**src/design/adcs_pkg.sv**
```systemverilog
// Shared constants and types of the converter sequencer
package adcs_pkg;

  // ************************************************
  // Processor ports
  // ************************************************
  localparam int PORT_CNT = 16;
  localparam int DATA_W = 16;
  localparam logic [3:0] PORT_MOD_ADDR = 4'hD;
  localparam logic [3:0] PORT_MOD_DATA_LO = 4'hE;
  localparam logic [3:0] PORT_MOD_DATA_HI = 4'hF;
  localparam int MOD_ID_LSB = 4;
  localparam logic [3:0] MOD_ID_POWER = 4'h0;
  localparam logic [3:0] MOD_ID_ADC = 4'h1;

  // ************************************************
  // Converter register indices
  // ************************************************
  localparam logic [3:0] REG_CONV_CTRL = 4'h0;
  localparam logic [3:0] REG_CHAN_BASE = 4'h1;
  localparam logic [3:0] REG_CHAN_STRIDE = 4'h3;
  localparam logic [3:0] REG_OFS_SETUP_A = 4'h0;
  localparam logic [3:0] REG_OFS_SETUP_B = 4'h1;
  localparam logic [3:0] REG_OFS_RESULT = 4'h2;
  localparam logic [3:0] REG_POWER_CTRL = 4'h0;
  localparam int CHAN_CNT = 3;

  // ************************************************
  // Field positions
  // ************************************************
  localparam int CTRL_START_LSB = 0;
  localparam int CTRL_SE_LSB = 4;
  localparam int SETUP_A_GAIN_LSB = 0;
  localparam int SETUP_A_RES_LSB = 4;
  localparam int SETUP_B_BIAS_LSB = 0;
  localparam int SETUP_B_REF_LSB = 3;
  localparam int SETUP_B_PRESC_LSB = 7;
  localparam int PWR_ADC_BIT = 0;

  // ************************************************
  // Reset values
  // ************************************************
  localparam logic [15:0] SETUP_RST = 16'h0000;
  localparam logic [15:0] CTRL_RST = 16'h0000;
  localparam logic [15:0] POWER_RST = 16'h0000;

  // ************************************************
  // Timing
  // ************************************************
  localparam int CLK_PERIOD_NS = 50;
  localparam int POR_HOLD_NS = 250000;
  localparam int POR_HOLD_CYC = (POR_HOLD_NS + CLK_PERIOD_NS - 1) / CLK_PERIOD_NS;
  localparam logic [15:0] CONV_BASE_CLKS = 16'h0010;
  localparam int PRESC_MIN_DIV = 4;
  localparam int PRESC_MAX_DIV = 512;

  // ************************************************
  // Codes
  // ************************************************
  localparam logic [1:0] CH_ONE = 2'h0;
  localparam logic [1:0] CH_TWO = 2'h1;
  localparam logic [1:0] CH_TEMP = 2'h2;
  localparam logic [1:0] REF_SUPPLY = 2'h0;
  localparam logic [1:0] REF_EXT_PIN = 2'h1;
  localparam logic [1:0] REF_BANDGAP_X4 = 2'h2;
  localparam logic [1:0] REF_BANDGAP = 2'h3;
  localparam logic [1:0] GAIN_PROG = 2'h0;
  localparam logic [1:0] GAIN_FIX_094 = 2'h1;
  localparam logic [1:0] GAIN_FIX_070 = 2'h2;
  localparam logic [3:0] SE_NONE = 4'h0;
  localparam logic [3:0] SE_FIX_094_MIN = 4'h8;
  localparam logic [3:0] SE_FIX_070_MIN = 4'hC;
  localparam logic [1:0] DBG_ACC = 2'h0;
  localparam logic [1:0] DBG_PTR = 2'h1;
  localparam logic [1:0] DBG_INSTR = 2'h2;

  // ************************************************
  // Types
  // ************************************************
  typedef enum logic [2:0] {
    ST_POR = 3'b001,
    ST_IDLE = 3'b010,
    ST_CONV = 3'b100
  } adcs_state_t;

  typedef struct packed {
    logic wr;
    logic rd;
    logic [3:0] idx;
    logic [15:0] wdata;
  } adcs_port_req_t;

  typedef struct packed {
    logic [15:0] acc;
    logic [15:0] ptr;
    logic [15:0] instr;
  } adcs_dbg_t;

  typedef struct packed {
    logic power;
    logic [1:0] chan;
    logic [1:0] ref_sel;
    logic [1:0] gain_mode;
    logic [3:0] gain_code;
    logic [3:0] se_sel;
    logic [2:0] bias;
  } adcs_afe_ctl_t;

endpackage

```
**src/design/adcs_prescaler.sv**
```systemverilog
// Converter clock prescaler
`timescale 1ns/1ps
`default_nettype none

module adcs_prescaler
  import adcs_pkg::*;
#(
  parameter int DIV_W = 9
) (
  input wire logic core_clk_i,
  input wire logic rst_n_i,
  input wire logic run_i,
  input wire logic [DIV_W-1:0] div_m1_i,
  output logic tick_o,
  output logic conv_clk_o
);

  typedef struct packed {
    logic [DIV_W-1:0] cnt;
    logic tick;
    logic clk;
  } adcs_presc_state_t;

  adcs_presc_state_t r;
  adcs_presc_state_t n;
  logic [DIV_W-1:0] div_lim;

  initial begin
    if (DIV_W < 2 || (1 << DIV_W) < PRESC_MAX_DIV) begin
      $error("adcs_prescaler: DIV_W too small for the divisor range");
    end
  end

  // ************************************************
  // Divider
  // ************************************************
  always_comb begin
    n = r;
    // Divisors below the minimum are raised to it
    div_lim = (div_m1_i < DIV_W'(PRESC_MIN_DIV - 1)) ? DIV_W'(PRESC_MIN_DIV - 1) : div_m1_i;
    n.tick = 1'b0;
    if (!run_i) begin
      n.cnt = '0;
      n.clk = 1'b0;
    end else if (r.cnt == div_lim) begin
      n.cnt = '0;
      n.tick = 1'b1;
      n.clk = 1'b0;
    end else begin
      n.cnt = r.cnt + DIV_W'(1);
      if (r.cnt == (div_lim >> 1)) begin
        n.clk = 1'b1;
      end
    end
  end

  always_ff @(posedge core_clk_i or negedge rst_n_i) begin
    if (!rst_n_i) begin
      r <= '0;
    end else begin
      r <= n;
    end
  end

  assign tick_o = r.tick;
  assign conv_clk_o = r.clk;

endmodule // adcs_prescaler

`default_nettype wire

```
**src/design/adcs_sequencer.sv**
```systemverilog
// Converter conversion sequencer with processor port access and power-on hold
`timescale 1ns/1ps
`default_nettype none

module adcs_sequencer
  import adcs_pkg::*;
#(
  parameter int POR_HOLD_CYCLES = POR_HOLD_CYC,
  parameter int PRESC_W = 9
) (
  input wire logic core_clk_i,
  input wire logic rstn_i,
  input wire adcs_port_req_t port_req_i,
  input wire adcs_dbg_t dbg_i,
  input wire logic [1:0] dbg_sel_i,
  input wire logic [15:0] conv_data_i,
  output logic [15:0] port_rdata_o,
  output logic [15:0] dbg_word_o,
  output logic cpu_halt_o,
  output logic cpu_run_o,
  output adcs_afe_ctl_t afe_ctl_o,
  output logic conv_clk_o
);

  initial begin
    if (POR_HOLD_CYCLES < 1 || POR_HOLD_CYCLES > 65535) begin
      $error("adcs_sequencer: POR_HOLD_CYCLES out of range");
    end
    if (PRESC_W != 9) begin
      $error("adcs_sequencer: PRESC_W must match the setup field");
    end
  end

  // ************************************************
  // State
  // ************************************************
  typedef struct packed {
    adcs_state_t state;
    logic [15:0] por_cnt;
    logic [PORT_CNT-1:0][15:0] ports;
    logic [15:0] ctrl;
    logic [15:0] power;
    logic [CHAN_CNT-1:0][15:0] setup_a;
    logic [CHAN_CNT-1:0][15:0] setup_b;
    logic [CHAN_CNT-1:0][15:0] result;
    logic [15:0] conv_cnt;
    logic [2:0] res;
    logic [15:0] rdata;
    logic [15:0] dbg;
    logic halt;
    logic run;
    adcs_afe_ctl_t afe;
    logic [15:0] data_meta;
    logic [15:0] data_sync;
  } adcs_seq_state_t;

  localparam adcs_seq_state_t SEQ_RST = '{state: ST_POR, default: '0};

  adcs_seq_state_t r;
  adcs_seq_state_t n;
  logic [1:0] rst_sync_r;
  logic rst_n;
  logic presc_tick;
  logic presc_run;
  logic [PRESC_W-1:0] presc_div_m1;

  // ************************************************
  // Reset release
  // ************************************************
  always_ff @(posedge core_clk_i or negedge rstn_i) begin
    if (!rstn_i) begin
      rst_sync_r <= 2'b00;
    end else begin
      rst_sync_r <= {rst_sync_r[0], 1'b1};
    end
  end

  assign rst_n = rst_sync_r[1];

  // ************************************************
  // Helpers
  // ************************************************
  // Lowest resolution code needs the fewest clocks; each bias step below 7 adds one base period
  function automatic logic [15:0] conv_clocks(input logic [2:0] res, input logic [2:0] bias);
    logic [15:0] base;
    base = 16'(CONV_BASE_CLKS << res);
    conv_clocks = 16'(base * (16'(7) - 16'(bias) + 16'(1)));
  endfunction

  // Bits below the chosen resolution read as zero, sign stays at bit 15
  function automatic logic [15:0] res_mask(input logic [2:0] res);
    res_mask = 16'(16'hFFFF << (3'd7 - res));
  endfunction

  function automatic logic [3:0] reg_idx(input int chan, input logic [3:0] ofs);
    reg_idx = 4'(REG_CHAN_BASE + 4'(chan) * REG_CHAN_STRIDE + ofs);
  endfunction

  // ************************************************
  // Next state
  // ************************************************
  logic [15:0] mod_addr;
  logic [3:0] mod_id;
  logic [3:0] mod_reg;
  logic [15:0] mod_rword;
  logic [2:0] start_req;
  logic [1:0] sel_chan;
  logic [3:0] se_code;
  logic [15:0] wword;
  logic acc_ok;

  always_comb begin
    n = r;
    mod_addr = r.ports[PORT_MOD_ADDR];
    mod_id = mod_addr[MOD_ID_LSB +: 4];
    mod_reg = mod_addr[3:0];
    wword = port_req_i.wdata;
    start_req = wword[CTRL_START_LSB +: 3];
    se_code = wword[CTRL_SE_LSB +: 4];
    sel_chan = CH_ONE;
    acc_ok = r.run && !r.halt;

    // Two-stage capture of the front-end result word
    n.data_meta = conv_data_i;
    n.data_sync = r.data_meta;

    // Module readback through the data-high port
    mod_rword = 16'h0000;
    if (mod_id == MOD_ID_POWER && mod_reg == REG_POWER_CTRL) begin
      mod_rword = r.power;
    end else if (mod_id == MOD_ID_ADC) begin
      if (mod_reg == REG_CONV_CTRL) begin
        mod_rword = r.ctrl;
      end
      for (int c = 0; c < CHAN_CNT; c++) begin
        if (mod_reg == reg_idx(c, REG_OFS_SETUP_A)) begin
          mod_rword = r.setup_a[c];
        end
        if (mod_reg == reg_idx(c, REG_OFS_SETUP_B)) begin
          mod_rword = r.setup_b[c];
        end
        if (mod_reg == reg_idx(c, REG_OFS_RESULT)) begin
          mod_rword = r.result[c];
        end
      end
    end

    // Debug words only visible while halted
    n.dbg = 16'h0000;
    if (r.halt) begin
      case (dbg_sel_i)
        DBG_ACC: begin
          n.dbg = dbg_i.acc;
        end
        DBG_PTR: begin
          n.dbg = dbg_i.ptr;
        end
        DBG_INSTR: begin
          n.dbg = dbg_i.instr;
        end
        default: begin
          n.dbg = 16'h0000;
        end
      endcase
    end

    case (r.state)
      ST_POR: begin
        if (r.por_cnt == 16'(POR_HOLD_CYCLES - 1)) begin
          n.state = ST_IDLE;
          n.run = 1'b1;
        end else begin
          n.por_cnt = r.por_cnt + 16'h0001;
        end
      end

      ST_IDLE: begin
        // Accesses ignored until the processor runs
        if (acc_ok && port_req_i.rd) begin
          if (port_req_i.idx == PORT_MOD_DATA_HI) begin
            n.rdata = mod_rword;
          end else begin
            n.rdata = r.ports[port_req_i.idx];
          end
        end
        if (acc_ok && port_req_i.wr) begin
          n.ports[port_req_i.idx] = wword;
          if (port_req_i.idx == PORT_MOD_DATA_LO) begin
            if (mod_id == MOD_ID_POWER && mod_reg == REG_POWER_CTRL) begin
              n.power = wword;
            end else if (mod_id == MOD_ID_ADC) begin
              for (int c = 0; c < CHAN_CNT; c++) begin
                if (mod_reg == reg_idx(c, REG_OFS_SETUP_A)) begin
                  n.setup_a[c] = wword;
                end
                if (mod_reg == reg_idx(c, REG_OFS_SETUP_B)) begin
                  n.setup_b[c] = wword;
                end
              end
              // Result registers are read only
              if (mod_reg == REG_CONV_CTRL) begin
                n.ctrl = wword;
                n.ctrl[CTRL_START_LSB +: 3] = 3'b000;
                // Converter powered off: word kept, nothing started
                if (r.power[PWR_ADC_BIT] && start_req != 3'b000) begin
                  if (start_req[0]) begin
                    sel_chan = CH_ONE;
                  end else if (start_req[1]) begin
                    sel_chan = CH_TWO;
                  end else begin
                    sel_chan = CH_TEMP;
                  end
                  n.ctrl[CTRL_START_LSB + 32'(sel_chan)] = 1'b1;
                  n.state = ST_CONV;
                  n.halt = 1'b1;
                  n.res = r.setup_a[sel_chan][SETUP_A_RES_LSB +: 3];
                  n.conv_cnt = conv_clocks(r.setup_a[sel_chan][SETUP_A_RES_LSB +: 3],
                                           r.setup_b[sel_chan][SETUP_B_BIAS_LSB +: 3]);
                  n.afe.chan = sel_chan;
                  n.afe.bias = r.setup_b[sel_chan][SETUP_B_BIAS_LSB +: 3];
                  n.afe.gain_code = r.setup_a[sel_chan][SETUP_A_GAIN_LSB +: 4];
                  n.afe.gain_mode = GAIN_PROG;
                  n.afe.se_sel = SE_NONE;
                  if (sel_chan == CH_TEMP) begin
                    n.afe.ref_sel = REF_BANDGAP;
                    n.afe.gain_mode = GAIN_FIX_094;
                  end else begin
                    n.afe.se_sel = se_code;
                    if (se_code >= SE_FIX_070_MIN) begin
                      n.afe.gain_mode = GAIN_FIX_070;
                    end else if (se_code >= SE_FIX_094_MIN) begin
                      n.afe.gain_mode = GAIN_FIX_094;
                    end
                    // Bandgap alone is reserved for temperature
                    case (r.setup_b[sel_chan][SETUP_B_REF_LSB +: 2])
                      REF_SUPPLY: begin
                        n.afe.ref_sel = REF_SUPPLY;
                      end
                      REF_EXT_PIN: begin
                        n.afe.ref_sel = REF_EXT_PIN;
                      end
                      default: begin
                        n.afe.ref_sel = REF_BANDGAP_X4;
                      end
                    endcase
                  end
                end
              end
            end
          end
        end
      end

      ST_CONV: begin
        // Processor is halted, so no port access can land here
        if (presc_tick) begin
          if (r.conv_cnt <= 16'h0001) begin
            n.result[r.afe.chan] = r.data_sync & res_mask(r.res);
            n.ctrl[CTRL_START_LSB +: 3] = 3'b000;
            n.halt = 1'b0;
            n.state = ST_IDLE;
            n.conv_cnt = 16'h0000;
          end else begin
            n.conv_cnt = r.conv_cnt - 16'h0001;
          end
        end
      end

      default: begin
        n = SEQ_RST;
      end
    endcase

    n.afe.power = n.power[PWR_ADC_BIT];
  end

  always_ff @(posedge core_clk_i or negedge rst_n) begin
    if (!rst_n) begin
      r <= SEQ_RST;
    end else begin
      r <= n;
    end
  end

  // ************************************************
  // Converter clock
  // ************************************************
  assign presc_run = (r.state == ST_CONV);
  assign presc_div_m1 = r.setup_b[r.afe.chan][SETUP_B_PRESC_LSB +: PRESC_W];

  adcs_prescaler #(
    .DIV_W(PRESC_W)
  ) u_presc (
    .core_clk_i(core_clk_i),
    .rst_n_i(rst_n),
    .run_i(presc_run),
    .div_m1_i(presc_div_m1),
    .tick_o(presc_tick),
    .conv_clk_o(conv_clk_o)
  );

  // ************************************************
  // Outputs
  // ************************************************
  assign port_rdata_o = r.rdata;
  assign dbg_word_o = r.dbg;
  assign cpu_halt_o = r.halt;
  assign cpu_run_o = r.run;
  assign afe_ctl_o = r.afe;

endmodule // adcs_sequencer

`default_nettype wire

```
**config.mk**
```make
export PLATFORM = sky130hd
export DESIGN_NAME = adcs_sequencer
export DESIGN_NICKNAME = d
export VERILOG_FILES = /design/src/design/adcs_pkg.sv /design/src/design/adcs_prescaler.sv /design/src/design/adcs_sequencer.sv
export SDC_FILE = /design/constraint.sdc
export NUM_CORES = 1
export LEC_CHECK = 0
export ABC_AREA = 1
export BUFFER_PORTS_ARGS = -buffer_cell sky130_fd_sc_hd__buf_2
export CELL_PAD_IN_SITES_DETAIL_PLACEMENT = 1
export CELL_PAD_IN_SITES_GLOBAL_PLACEMENT = 1
export CORE_MARGIN = 3
export CORE_UTILIZATION = 47
export DETAILED_ROUTE_END_ITERATION = 10
export GPL_TIMING_DRIVEN = 0
export PLACE_DENSITY_LB_ADDON = 0.1
export SYNTH_ARGS = -nofsm -noshare
export SYNTH_HDL_FRONTEND = slang
export SYNTH_HIERARCHICAL = 1
export SYNTH_SLANG_ARGS = --single-unit
```
**constraint.sdc**
```tcl
create_clock -name core_clk_i -period 20.8 [get_ports core_clk_i]
set_clock_uncertainty 0.2 [all_clocks]
set_input_delay 1.04 -clock core_clk_i [delete_from_list [all_inputs] [get_ports core_clk_i]]
set_output_delay 1.04 -clock core_clk_i [all_outputs]
set_load 0.05 [all_outputs]
```
* Word level (Yosys, flattened, before mapping)
Cells that the tools add are included.
** Word-level totals
- Input port bits :: 90
- Word-level logic and storage cells :: 270
- Register bits after elaboration :: 566
- Output and inout bits :: 53
** Cells by class
- Mux-type cells :: 118
- Bitwise logic cells :: 6
- Equal/unequal tests :: 41
- Reductions and logical operators :: 36
- $add $sub $neg :: 6
- $mul :: 1
- Shifts and indexed selects :: 2
- Magnitude comparators :: 11
** Operators by type and width (count)
- $pmux 269 s2 :: 1
- $mux 16 :: 33
- $mux 384 :: 1
- $bwmux 256 :: 1
- $pmux 112 s2 :: 1
- $mux 96 :: 2
- $mux 128 :: 1
- $mux 19 :: 6
- $mux 17 :: 6
- $bmux 16 s2 :: 3
- $pmux 16 s3 :: 2
- $pmux 48 s2 :: 1
- $bmux 16 s4 :: 1
- $demux 16 s4 :: 1
- $mux 64 :: 1
- $bwmux 48 :: 1
- $mux 48 :: 1
- $reduce_and 6->1 :: 7
- $pmux 19 s2 :: 1
- $ne 2x2->1 const B :: 18
- $pmux 17 s2 :: 1
- $mux 3 :: 11
- $demux 16 s2 :: 1
- $mux 32 :: 1
- other kinds (58) :: 118

* Depth between registers and ports, before layout
Gate-level depths: netlist (run 1).
- Word-level depth :: 21
- Mapped depth :: 25
- Mapped depth without buffers :: 25

* Modules after synthesis
Netlist (run 1), hierarchy kept.
** By module, submodules not included
- adcs_sequencer :: instances 1, cells an instance 3253, area each 26984.6 sq um, sequential area each 13889.6 sq um
- adcs_prescaler :: instances 1, cells an instance 120, area each 832.0 sq um, sequential area each 275.3 sq um

* Worst setup path after synthesis (run 1)
OpenSTA, ideal clock, no wires.
- Kind :: input -> register
- Start :: in port_req_i[0] in the netlist's numbering
- End :: reg r[99] in the netlist's numbering
- Cell stages on the path :: 24
- Path slack :: 15.404 ns
- Buffers on the path :: 2
- Arrival :: 5.080 ns
- Setup time :: 0.116 ns
- Data required time :: 20.484 ns
- Cells stage by stage :: buf_2 > inv_1 > clkbuf_1 > o211ai_1 > inv_1 > ha_1 > xnor2_1 > nor2_1 > ha_1 > fa_1 > inv_1 > fa_1 > inv_1 > ha_1 > a21oi_1 > nand2_1 > nand2_1 > nand2_1 > a21oi_1 > nand2_1 > nand2_1 > o21ai_0 > nand2_1 > nand2_1
** On the way
- Longest elaborated chain between the ends :: 20
- Elaborated cells between the ends (all ways) :: 27
- Those cells by class :: add/sub (2); mul (1); eq/ne (1); shift (1); mux (19); reduce/logical (3)
** Ends and longest elaborated chain
- from (decl) :: line adcs_sequencer.sv:13 : input wire adcs_port_req_t port_req_i,
- $mux 2 :: line adcs_sequencer.sv:206 : if (start_req[0]) begin
- $mux 2 :: line adcs_sequencer.sv:205 : if (r.power[PWR_ADC_BIT] && start_req != 3'b000) begin
- $mux 2 :: line adcs_sequencer.sv:201 : if (mod_reg == REG_CONV_CTRL) begin
- $mux 2 :: line adcs_sequencer.sv:191 : end else if (mod_id == MOD_ID_ADC) begin
- $mux 2 :: line adcs_sequencer.sv:189 : if (mod_id == MOD_ID_POWER && mod_reg == REG_POWER_CTRL) begin
- $mux 2 :: line adcs_sequencer.sv:188 : if (port_req_i.idx == PORT_MOD_DATA_LO) begin
- $mux 2 :: line adcs_sequencer.sv:186 : if (acc_ok && port_req_i.wr) begin
- $mux 2 :: line adcs_sequencer.sv:167 : case (r.state)
- [... 4 more ...]
- $mul 16x5->16 :: line adcs_sequencer.sv:87 : conv_clocks = 16'(base * (16'(7) - 16'(bias) + 16'(1)));
- $mux 19 :: line adcs_sequencer.sv:205
- $mux 19 :: line adcs_sequencer.sv:201
- $mux 19 :: line adcs_sequencer.sv:191
- $mux 19 :: line adcs_sequencer.sv:189
- $mux 19 :: line adcs_sequencer.sv:188
- $mux 19 :: line adcs_sequencer.sv:186
- $pmux 16 s3 :: line adcs_sequencer.sv:167
- to (signal assigned) :: line adcs_sequencer.sv:281 : r <= n;
- to (decl) :: line adcs_sequencer.sv:59 : adcs_seq_state_t r;
Several ways; a longest one is shown, not always the timed one. The select of a mux whose other input is x is not followed.
A chain may end at the register's enable or synchronous reset.

* Final worst setup path (run 1)
Ends and elaborated chain as after synthesis.

==> results of run 1 <==
## through the flow
stage,setup TNS [ps],cells,util (%)
5_1_grt,0,4406,54.8
3_5_place_dp,0,4287,51.1
3_3_place_gp,-1429370,4279,50.7
2_1_floorplan,0,3373,-
6_report,0,4407,54.8
4_1_cts,0,4400,54.8
## power groups by stage
stage	registers (mW)	logic, mW	clock network (mW)
after floorplan	1.14	0.0367	0
after global placement	1.15	0.0695	0
after detailed placement	1.13	0.0971	0
after CTS	1.11	0.0983	1.18
after global routing	1.11	0.108	1.23
final	1.11	0.0993	1.17
## critical path: cells and delay by family
kind | cells | cell delay, ps
fa+ha+maj | 5 | 1850
buf+inv | 6 | 830
xor+xnor | 1 | 580
compound gates | 4 | 1370
simple gates | 7 | 640
## cell families after synthesis
| logic type | count (synthesis) | share of synthesized area, % |
|---|---|---|
| buf+inv | 509 | 7.83 |
| fa+ha+maj | 40 | 2.12 |
| simple gates | 1441 | 22.5 |
| xor+xnor | 37 | 1.16 |
| compound gates | 779 | 15.4 |
| other cells | 1 | 0.0135 |
| flops | 566 | 50.9 |
## final timing paths
kind | startpoint | end | slack (ps) | cells after the start
setup / recovery | port_req_i[0] | r[99]$_DFFE_PN0P_ | 14850 | 23
hold / removal | rst_sync_r[1]$_DFF_PN0_ | r[28]$_DFF_PN0_ | 190 | 0
setup reg to reg | r[151]$_DFFE_PN0P_ | r[99]$_DFFE_PN0P_ | 15470 | 21
hold reg to reg | rst_sync_r[1]$_DFF_PN0_ | r[28]$_DFF_PN0_ | 190 | 0
max in group asynchronous | rst_sync_r[1]$_DFF_PN0_ | r[379]$_DFFE_PN0P_ | 18740 | 3
min in group core_clk_i | rst_sync_r[0]$_DFF_PN0_ | rst_sync_r[1]$_DFF_PN0_ | 190 | 0
## registers in the layout, indices dropped and copies added (netlist names)
signal	cells
r	486
afe_ctl_o	17
dbg_word_o	16
mod_addr	16
port_rdata_o	16
u_presc/r	9
rst_sync_r	2
cpu_halt_o	1
cpu_run_o	1
u_presc/conv_clk_o	1
u_presc/tick_o	1
## routing by layer
metal | vias to the layer above | routed length [µm]
met4 | 2 | 3730
met1 | 13500 | 46500
met5 | - | 20
met3 | 225 | 8790
met2 | 1003 | 49100
li1 | 11700 | -
## layout make-up
type	instances	area, µm²	area share, %
Buffer	273	1290	4.05
Tap cell	765	957	3.00
Antenna cell	7	17.5	0.0549
Multi-Input combinational cell	2298	11500	36.0
Clock inverter	23	332	1.04
Timing Repair Buffer	150	936	2.94
Inverter	236	886	2.78
Sequential cell	566	14200	44.4
Clock buffer	89	1820	5.72
## layout by cell type, fill, tap and decap left out, drive strengths merged, types with 2 or more instances in the layout
cell type / instances
nand2: 749
dfrtp: 565
o21ai: 504
nand3: 415
buf: 260
clkbuf: 251
inv: 236
nor2: 199
o22ai: 149
a21oi: 54
ha: 28
nand4: 26
xor2: 25
or2: 22
o211ai: 20
a31oi: 17
nor3: 17
o21a: 14
clkinv: 14
xnor2: 12
fa: 12
o31ai: 8
diode: 7
bufinv: 7
nor4: 5
a22o: 4
nand3b: 3
a21boi: 2
nor3b: 2
and3: 2
a21o: 2
clkinvlp: 2
o21bai: 2
## what timing repair did
action | in CTS | in global routing
endpoints found under the hold margin | 2 | 0
setup buffers | 0 | 0
hold buffers | 1 | 0
==> results.json, run 1 <==
{
  "synth_common_cells": "744 x nand2_1, 565 x dfrtp_1, 493 x o21ai_0",
  "crit_path_start_kind": "primary input",
  "syn-instance-count": 3373,
  "crit_path_frequent_cell": "nand2_1",
  "finalWirelength_um": 108000,
  "grt_use_met3_pct": 7.00,
  "cts-htree-levels": 2,
  "hold_path_class": "reg -> async",
  "syn_area_per_cell_um2": 8.25,
  "layout-drive-gt1-share_pct": 11.9,
  "clkTransAtPathRegs_ps": 60,
  "grt_overflow_total": 0,
  "power_density_nw_per_um2": 74.7,
  "synth_edf_count": 0,
  "hold_slack_ps": 185,
  "top_usage_layer": "met2",
  "nets": 3716,
  "synth-async-reset-ratio_pct": 100,
  "rsz0062_at_grt": "no",
  "num-fill-cells": 7052,
  "dieWidth_um": 249,
  "run_status": "finished clean",
  "slowest_stage": "o211ai_1",
  "ctsRootBufferMaster": "clkbuf_16",
  "cts_resized": 0,
  "clkPwrFrac_pct": 49.3,
  "setup_violations": 0,
  "swShare_pct": 23.4,
  "max_stage_delay_ps": 720,
  "p_int_mw": 1.82,
  "grt_start_max_net_pins": 71,
  "num_vias": 26500,
  "antenna_found_initial": 10,
  "synth_cell_type_count": 52,
  "path_class": "in -> reg",
  "cts_tree": "built",
  "ir_drop_uv": 75.4,
  "synth-main-ff-cell": "dfrtp_1",
  "cts_buffers": 61,
  "yosysMostFrequentCell": "nand2_1",
  "drt_iter0_drc": 2515,
  "place_area_um2": 29700,
  "place.gp.congestion": 0.941,
  "p_comb_share_pct": 4.2,
  "io_buffers": 141,
  "cts_sinks": 566,
  "die_h_um": 249,
  "layout_min_cycle_time_ps": 5950,
  "cp-end-kind": "flip-flop",
  "pre_cts_slack_ps": 14220,
  "seq_area_frac_synth_pct": 50.9,
  "grt_pass1_vias": 27500,
  "coreArea_um2": 58100,
  "track_usage_pct": 34.2,
  "fmax_mhz": 168,
  "maxCapViolCount": 0,
  "worst_ep_required_time_ps": 21170,
  "worstMarginPinSlew_ps": 1340,
  "synth.top_cells.by_area": "dfrtp_1 51%, nand2_1 10%, o21ai_0 8.9%",
  "viasPerCell": 6.01,
  "syn-cell-area_um2": 27800,
  "yosysWarnings": 6,
  "clk_latency_ps": 650,
  "die-area_um2": 62100,
  "synth_top_area_cell": "dfrtp_1",
  "met2_usage_pct": 53.8,
  "use_met1_pct": 47.5,
  "synth_seq_cells": 566,
  "dp_hpwl_um": 79200,
  "finalMaxSlewViolations": 0,
  "clockBufferDepth": 3,
  "path_cells": "buf_2 -> inv_1 -> clkbuf_1 -> o211ai_1 -> inv_1 -> ha_1 -> xnor2_1 -> nor2_1 -> ha_1 -> fa_1 -> inv_1 -> fa_1 -> inv_1 -> ha_1 -> a21oi_1 -> nand2_1 -> nand2_1 -> nand2_1 -> a21oi_1 -> nor2_1 -> o21ai_0 -> nand2_1 -> nand2_1",
  "leakage_nw": 15.4,
  "hold_violations": 0,
  "dr.pass1.iters": 5,
  "syn_nets": 3503,
  "cp.arrival_ps": 6320,
  "finalInstanceArea_um2": 31900,
  "wl_per_cell_um": 24.6,
  "syn_to_final_growth_pct": 14.6,
  "setup_ws_ps": 14850,
  "rows": 88,
  "io_pins": 143,
  "pwr-share-seq_pct": 46.5,
  "grt_pass1_wl_um": 165000,
  "synth_top_area_share_pct": 50.8,
  "relSlewSlack_pct": 10.1,
  "period_share_pct": 28.6,
  "switching_power_mw": 0.558,
  "drc_errors": 0,
  "start_util_pct": 47.8,
  "power.total_mw": 2.38,
  "critPathMaxFanout": 10,
  "ant_nets": 0
}
No activity file was read; power rests on OpenSTA's default activity.
==> run 2: changes to the inputs <==
--- a/config.mk
+++ b/config.mk
@@ -5,12 +5,12 @@
 export SDC_FILE = /design/constraint.sdc
 export NUM_CORES = 1
 export LEC_CHECK = 0
-export ABC_AREA = 1
+export ABC_AREA = 0
 export BUFFER_PORTS_ARGS = -buffer_cell sky130_fd_sc_hd__buf_2
 export CELL_PAD_IN_SITES_DETAIL_PLACEMENT = 1
 export CELL_PAD_IN_SITES_GLOBAL_PLACEMENT = 1
 export CORE_MARGIN = 3
-export CORE_UTILIZATION = 47
+export CORE_UTILIZATION = 44
 export DETAILED_ROUTE_END_ITERATION = 10
 export GPL_TIMING_DRIVEN = 0
 export PLACE_DENSITY_LB_ADDON = 0.1
==> constraint.sdc (replaced) <==
create_clock -name core_clk_i -period 5.1 [get_ports core_clk_i]
set_clock_uncertainty 0.2 [all_clocks]
set_input_delay 0.255 -clock core_clk_i [delete_from_list [all_inputs] [get_ports core_clk_i]]
set_output_delay 0.255 -clock core_clk_i [all_outputs]
set_load 0.05 [all_outputs]
==> run 2 against run 1 <==
  * Worst hold slack worse by 100 ps
  * Synthesized area down 3.2%
  * Core utilization down 2.3 points
  * Sequential power rose to 4.0 times the previous value
  * Largest power group unchanged
==> results.json, run 2 <==
{
  "antenna_found_initial": 2,
  "crit_path_start_kind": "flip-flop",
  "place.gp.congestion": 0.960,
  "start_util_pct": 44.5,
  "cp.arrival_ps": 5190,
  "synth_cell_type_count": 88,
  "grt_pass1_vias": 24500,
  "nets": 3132,
  "drc_errors": 0,
  "syn_to_final_growth_pct": 18.0,
  "yosysWarnings": 6,
  "cts_tree": "built",
  "die_h_um": 253,
  "clkTransAtPathRegs_ps": 60,
  "setup_violations": 0,
  "fmax_mhz": 202,
  "num_vias": 23300,
  "layout_commonest_cell": "dfrtp_1",
  "synth.top_cells.by_area": "dfrtp_1 51%, o21ai_0 8.8%, mux4_2 5.4%",
  "largest_reg_flops": 470,
  "power_density_nw_per_um2": 303,
  "syn_nets": 2848,
  "io_buffers": 138,
  "dr.pass1.iters": 6,
  "post-route-util_pct": 52.5,
  "num-fill-cells": 6793,
  "relSlewSlack_pct": 28.9,
  "layout_min_cycle_time_ps": 4940,
  "holdPathStages": 3,
  "min_to": "r[263]$_DFFE_PN0P_",
  "synth_seq_cells": 550,
  "run_status": "finished clean",
  "synth-main-ff-cell": "dfrtp_1",
  "coreArea_um2": 60500,
  "clk_latency_ps": 610,
  "hold_path_class": "in -> reg",
  "rr_endpoint": "r[102]$_DFFE_PN0P_",
  "viasPerCell": 6.09,
  "r2r_slack_ps": 160,
  "die-area_um2": 64200,
  "yosysMostFrequentCell": "dfrtp_1",
  "cts-htree-levels": 3,
  "synth_common_cells": "549 x dfrtp_1, 471 x o21ai_0, 274 x nand2_1",
  "ant_nets": 0,
  "syn-cell-area_um2": 26900,
  "synth_top_area_cell": "dfrtp_1",
  "ir_drop_uv": 229,
  "reg2reg_depth": 18,
  "cts_buffers": 66,
  "path_class": "reg -> reg",
  "layout-drive-gt1-share_pct": 15.8,
  "grt_overflow_total": 0,
  "seq_area_frac_synth_pct": 51.1,
  "leakage_nw": 14.1,
  "finalWirelength_um": 105000,
  "synth-async-reset-ratio_pct": 100,
  "clockBufferDepth": 3,
  "stdcell_count": 3833,
  "syn_area_per_cell_um2": 9.90,
  "worst_ep_required_time_ps": 5350,
  "period_share_pct": 96.8,
  "grt_start_max_net_pins": 72,
  "syn-instance-count": 2718,
  "dieWidth_um": 253,
  "tns_ps": 0,
  "r2r-start": "r[184]$_DFFE_PN0P_",
  "rows": 90,
  "synth_edf_count": 0,
  "critPathMaxFanout": 5,
  "track_usage_pct": 32.7,
  "dp_hpwl_um": 76300,
  "hold_violations": 0,
  "place_inst": 3646,
  "cp-end-kind": "flip-flop",
  "worstMarginPinSlew_ps": 1070,
  "cts_sinks": 550,
  "wl_per_cell_um": 27.3,
  "final_cell_mix": "547 x dfrtp_1, 470 x o21ai_0, 274 x nand2_1, 261 x nand3_1, 191 x buf_2",
  "grt_pass1_wl_um": 156000,
  "synth_top_area_share_pct": 51.0,
  "worstHoldStart": "port_req_i[0]",
  "ctsRootBufferMaster": "clkbuf_16",
  "regMostFlops": "r",
  "hold_slack_ps": 83.3,
  "finalMaxSlewViolations": 0,
  "drt_iter0_drc": 1848,
  "io_pins": 143,
  "maxCapViolCount": 0
}
==> run 2: repair_timing <==
action / in CTS / in global routing
buffers inserted: 3 / 2
hold buffers: 65 / 0
hold endpoints to repair: 75 / 0
endpoints found under the setup margin: 8 / 2
gates resized for setup: 15 / 14
pin swaps: 2 / 0
==> run 2: worst max path at each step <==
stage,start,to,slack (ps),cells past startpoint
2_1_floorplan,rst_sync_r[1]$_DFF_PN0_,afe_ctl_o[0]$_DFFE_PN0P_,-450,0
3_3_place_gp,rst_sync_r[1]$_DFF_PN0_,afe_ctl_o[13]$_DFFE_PN0P_,-2480,0
3_5_place_dp,port_req_i[0],r[102]$_DFFE_PN0P_,-1090,19
4_1_cts,r[183]$_DFFE_PN0P_,r[102]$_DFFE_PN0P_,40,18
5_1_grt,r[184]$_DFFE_PN0P_,r[102]$_DFFE_PN0P_,-20,18
6_report,r[184]$_DFFE_PN0P_,r[102]$_DFFE_PN0P_,160,18
==> run 2: cell type report <==
cell class	instances	area (µm²)	share of cell area, %
inverter	49	185	0.583
clock buffer	97	1940	6.12
tap	782	978	3.08
multi-input combinational	1839	11700	37.0
sequential	550	13800	43.4
clock inverter	19	203	0.638
antenna	1	2.50	0.00788
buffer	280	1340	4.22
timing repair buffer	216	1600	5.04
==> run 2: report_power, final <==
group	internal, mW	total [mW]	switching (mW)
registers	4.38	4.40	0.0179
clock network	2.84	4.78	1.94
logic	0.143	0.434	0.292
==> run 2: logic make-up (layout without fill, tap and decap cells) <==
| family | count (synthesis) | in the layout | synth area share (%) |
|---|---|---|---|
| simple gates | 856 | 856 | 15.0 |
| other cells | 1 | 2 | 0.0139 |
| compound gates | 762 | 762 | 16.5 |
| flops | 550 | 550 | 51.1 |
| buf+inv | 329 | 661 | 5.63 |
| fa+ha+maj | 40 | 40 | 2.19 |
| xor+xnor | 46 | 46 | 1.50 |
| mux | 134 | 134 | 8.01 |
==> run 2: through the flow <==
step	area [µm²]	total power [mW]	setup WS, ps
2_1_floorplan	26900	4.66	-446
3_3_place_gp	28600	4.83	-2480
3_5_place_dp	28800	4.86	-1090
4_1_cts	31700	9.66	37.4
5_1_grt	31700	9.89	-18.2
6_report	31800	9.61	161
==> run 2: routing by layer <==
layer  vias to the layer above  global-route usage (%)  share of wire, %
li1                      10200                       -                 -
met1                     12200                    41.1                40
met2                       722                    54.9                49
met3                       238                    4.22               5.0
met4                         0                    17.9               6.0
met5                         -                       0                 0
==> run 2: critical path, stage by stage, from the launching register on <==
cell and delay (ps):
dfrtp_1 450, mux2i_2 280, nor2_1 90, a21oi_2 210, ha_2 280, xnor2_4 150
buf_4 170, nor2_1 50, ha_1 280, fa_1 490, inv_1 50, fa_1 490
inv_1 50, ha_1 340, nor2b_1 160, a311o_1 400, a311oi_2 320, xnor2_1 180
o221ai_1 150
==> run 3: changes to the inputs <==
--- a/config.mk
+++ b/config.mk
@@ -7,10 +7,8 @@
 export LEC_CHECK = 0
 export ABC_AREA = 0
 export BUFFER_PORTS_ARGS = -buffer_cell sky130_fd_sc_hd__buf_2
-export CELL_PAD_IN_SITES_DETAIL_PLACEMENT = 1
-export CELL_PAD_IN_SITES_GLOBAL_PLACEMENT = 1
 export CORE_MARGIN = 3
-export CORE_UTILIZATION = 44
+export CORE_UTILIZATION = 56
 export DETAILED_ROUTE_END_ITERATION = 10
 export GPL_TIMING_DRIVEN = 0
 export PLACE_DENSITY_LB_ADDON = 0.1
==> run 3 against run 2 <==
  * Global-route usage grew 4.8 points
  * Sequential power hardly changed
  * Clock power decreased by 5.0%
  * Die area down 21%
  * Non-clock buffer count is the same
  * Register-to-register slack improved by 40 ps
  * Combinational power down 3%
  * Worst setup slack improved by 38 ps
  * Worst hold slack got worse by 22 ps
  * Clock-buffer cell count decreased by 14
  * Critical endpoint unchanged
==> results.json, run 3 (same netlist as run 2, synthesis figures left out) <==
{
  "r2r-start": "r[220]$_DFFE_PN0P_",
  "max_stage_delay_ps": 500,
  "switching_power_mw": 2.13,
  "finalMaxSlewViolations": 0,
  "setup_ws_ps": 199,
  "layout_min_cycle_time_ps": 4900,
  "regMostFlops": "r",
  "cp.arrival_ps": 5180,
  "grt_use_met3_pct": 5.47,
  "ir_drop_uv": 296,
  "post-route-util_pct": 66.9,
  "cts_sinks": 550,
  "grt_pass1_wl_um": 143000,
  "run_status": "finished clean",
  "nets": 3124,
  "ctsRootBufferMaster": "clkbuf_16",
  "cts_buffers": 58,
  "worstMarginPinSlew_ps": 1070,
  "place_inst": 3472,
  "pre_cts_slack_ps": -930,
  "grt_overflow_total": 0,
  "worstSetupStartpoint": "r[220]$_DFFE_PN0P_",
  "rows": 79,
  "pwr-share-seq_pct": 47.0,
  "drt_iter0_drc": 2396,
  "maxCapViolCount": 0,
  "crit_path_end": "r[102]$_DFFE_PN0P_",
  "start_util_pct": 57.2,
  "die_h_um": 225,
  "antenna_found_initial": 2,
  "setup_violations": 0,
  "leakage_nw": 14.1,
  "drc_errors": 0,
  "r2r_slack_ps": 200,
  "finalWirelength_um": 94000,
  "clkTransAtPathRegs_ps": 60,
  "p_int_mw": 7.23,
  "antenna_cells": 0,
  "largest_reg_flops": 470,
  "dr.pass1.iters": 6,
  "final_cell_mix": "548 x dfrtp_1, 470 x o21ai_0, 273 x nand2_1, 261 x nand3_1, 191 x buf_2",
  "reg2reg_depth": 19,
  "track_usage_pct": 37.5,
  "wl_per_cell_um": 25.8,
  "path_class": "reg -> reg",
  "fmax_mhz": 204,
  "cts_tree": "built",
  "clk_latency_ps": 640,
  "path_cells": "mux2i_2 -> nor2_1 -> a21oi_2 -> clkbuf_4 -> nor2_1 -> nand2_2 -> nor2_1 -> ha_1 -> fa_1 -> inv_1 -> fa_1 -> inv_1 -> ha_1 -> a21oi_2 -> nor2b_1 -> a311o_1 -> a311oi_2 -> xnor2_1 -> o221ai_1",
  "io_pins": 143,
  "cp-end-kind": "flip-flop",
  "crit_path_start_kind": "flip-flop",
  "swShare_pct": 22.8,
  "dieWidth_um": 225,
  "finalInstanceArea_um2": 31500,
  "num_vias": 23500,
  "worst_ep_required_time_ps": 5380,
  "layout-drive-gt1-share_pct": 15.9,
  "grt_start_max_net_pins": 71,
  "period_share_pct": 96.1,
  "io_buffers": 138,
  "relSlewSlack_pct": 28.5,
  "top_usage_layer": "met2",
  "cts-htree-levels": 2,
  "clockBufferDepth": 3,
  "grt_pass1_vias": 23600,
  "crit_path_frequent_cell": "nor2_1",
  "power_density_nw_per_um2": 298,
  "hold_path_class": "in -> reg",
  "slowest_stage": "fa_1",
  "place.gp.congestion": 0.994,
  "rr_endpoint": "r[102]$_DFFE_PN0P_",
  "rsz0062_at_grt": "no",
  "tns_ps": 0,
  "die-area_um2": 50700,
  "clkPwrFrac_pct": 48.5,
  "layout_commonest_cell": "dfrtp_1",
  "hold_slack_ps": 61.6,
  "syn_to_final_growth_pct": 16.9,
  "viasPerCell": 6.45,
  "place_area_um2": 28600,
  "dp_hpwl_um": 68900,
  "stdcell_count": 3646,
  "hold_violations": 0,
  "met2_usage_pct": 59.3,
  "ant_nets": 0,
  "p_comb_share_pct": 4.5,
  "use_met1_pct": 49.7,
  "power.total_mw": 9.36,
  "coreArea_um2": 47100,
  "critPathMaxFanout": 10
}
run 3: cell types whose count changed in the layout (fill, tap and decap cells not counted), sizes merged:
| cell | before | now |
|---|---|---|
| buf | 283 | 282 |
| bufinv | 4 | 6 |
| clkbuf | 245 | 232 |
| clkinv | 15 | 12 |
| clkinvlp | 0 | 5 |
| diode | 1 | 0 |
| inv | 49 | 48 |
run 3: area by class of cell:
cell class              count  area [µm²]
fillers                  3727       15600
flip-flops and latches    550       13800
multi-input cells        1839       11700
clock buffers              83        1770
repair buffers            216        1620
plain buffers             280        1340
well taps                 607         759
clock inverters            22         307
inverters                  49         185
run 3: repair_timing:
item / in CTS / in global routing
hold buffers: 65 / 0
hold endpoints to repair: 78 / 0
pin swaps: 2 / 1
setup buffers: 1 / 3
gates cloned: 0 / 0
resized for setup: 10 / 14
endpoints found under the setup margin: 7 / 1
run 3: power by group through the flow:
| stage | clock, mW | sequential [mW] | combinational, mW |
|---|---|---|---|
| detailed placement | 0 | 4.48 | 0.368 |
| floorplan | 0 | 4.52 | 0.141 |
| finish | 4.54 | 4.40 | 0.422 |
| CTS | 4.56 | 4.40 | 0.413 |
| global placement | 0 | 4.55 | 0.264 |
| global route | 4.75 | 4.40 | 0.453 |
run 3: worst min path at each step:
stage	startpoint	to	slack [ps]	cells past startpoint
2_1_floorplan	rstn_i	rst_sync_r[0]$_DFF_PN0_	-240	0
3_3_place_gp	rstn_i	rst_sync_r[0]$_DFF_PN0_	-160	1
3_5_place_dp	rstn_i	rst_sync_r[0]$_DFF_PN0_	-160	1
4_1_cts	port_req_i[1]	r[504]$_DFFE_PN0P_	10	3
5_1_grt	port_req_i[1]	mod_addr[1]$_DFFE_PN0P_	70	3
6_report	port_req_i[0]	r[263]$_DFFE_PN0P_	60	3
run 3: metal layers:
layer | wire length [µm] | vias to the layer above
met4 | 6640 | 2
met5 | 14 | -
met1 | 36800 | 11900
met3 | 6970 | 286
li1 | - | 10200
met2 | 43500 | 1157
run 3: worst max-delay path, delay by kind of cell, from the launching register on:
kind / cells / cell delay [ps]
muxes: 1 / 260
buffers and inverters: 3 / 340
AOI/OAI and AO/OA: 5 / 1280
adders and majority gates: 4 / 1630
and+or+nand+nor: 5 / 430
xor gates and xnor gates: 1 / 230
DFF: 1 / 420
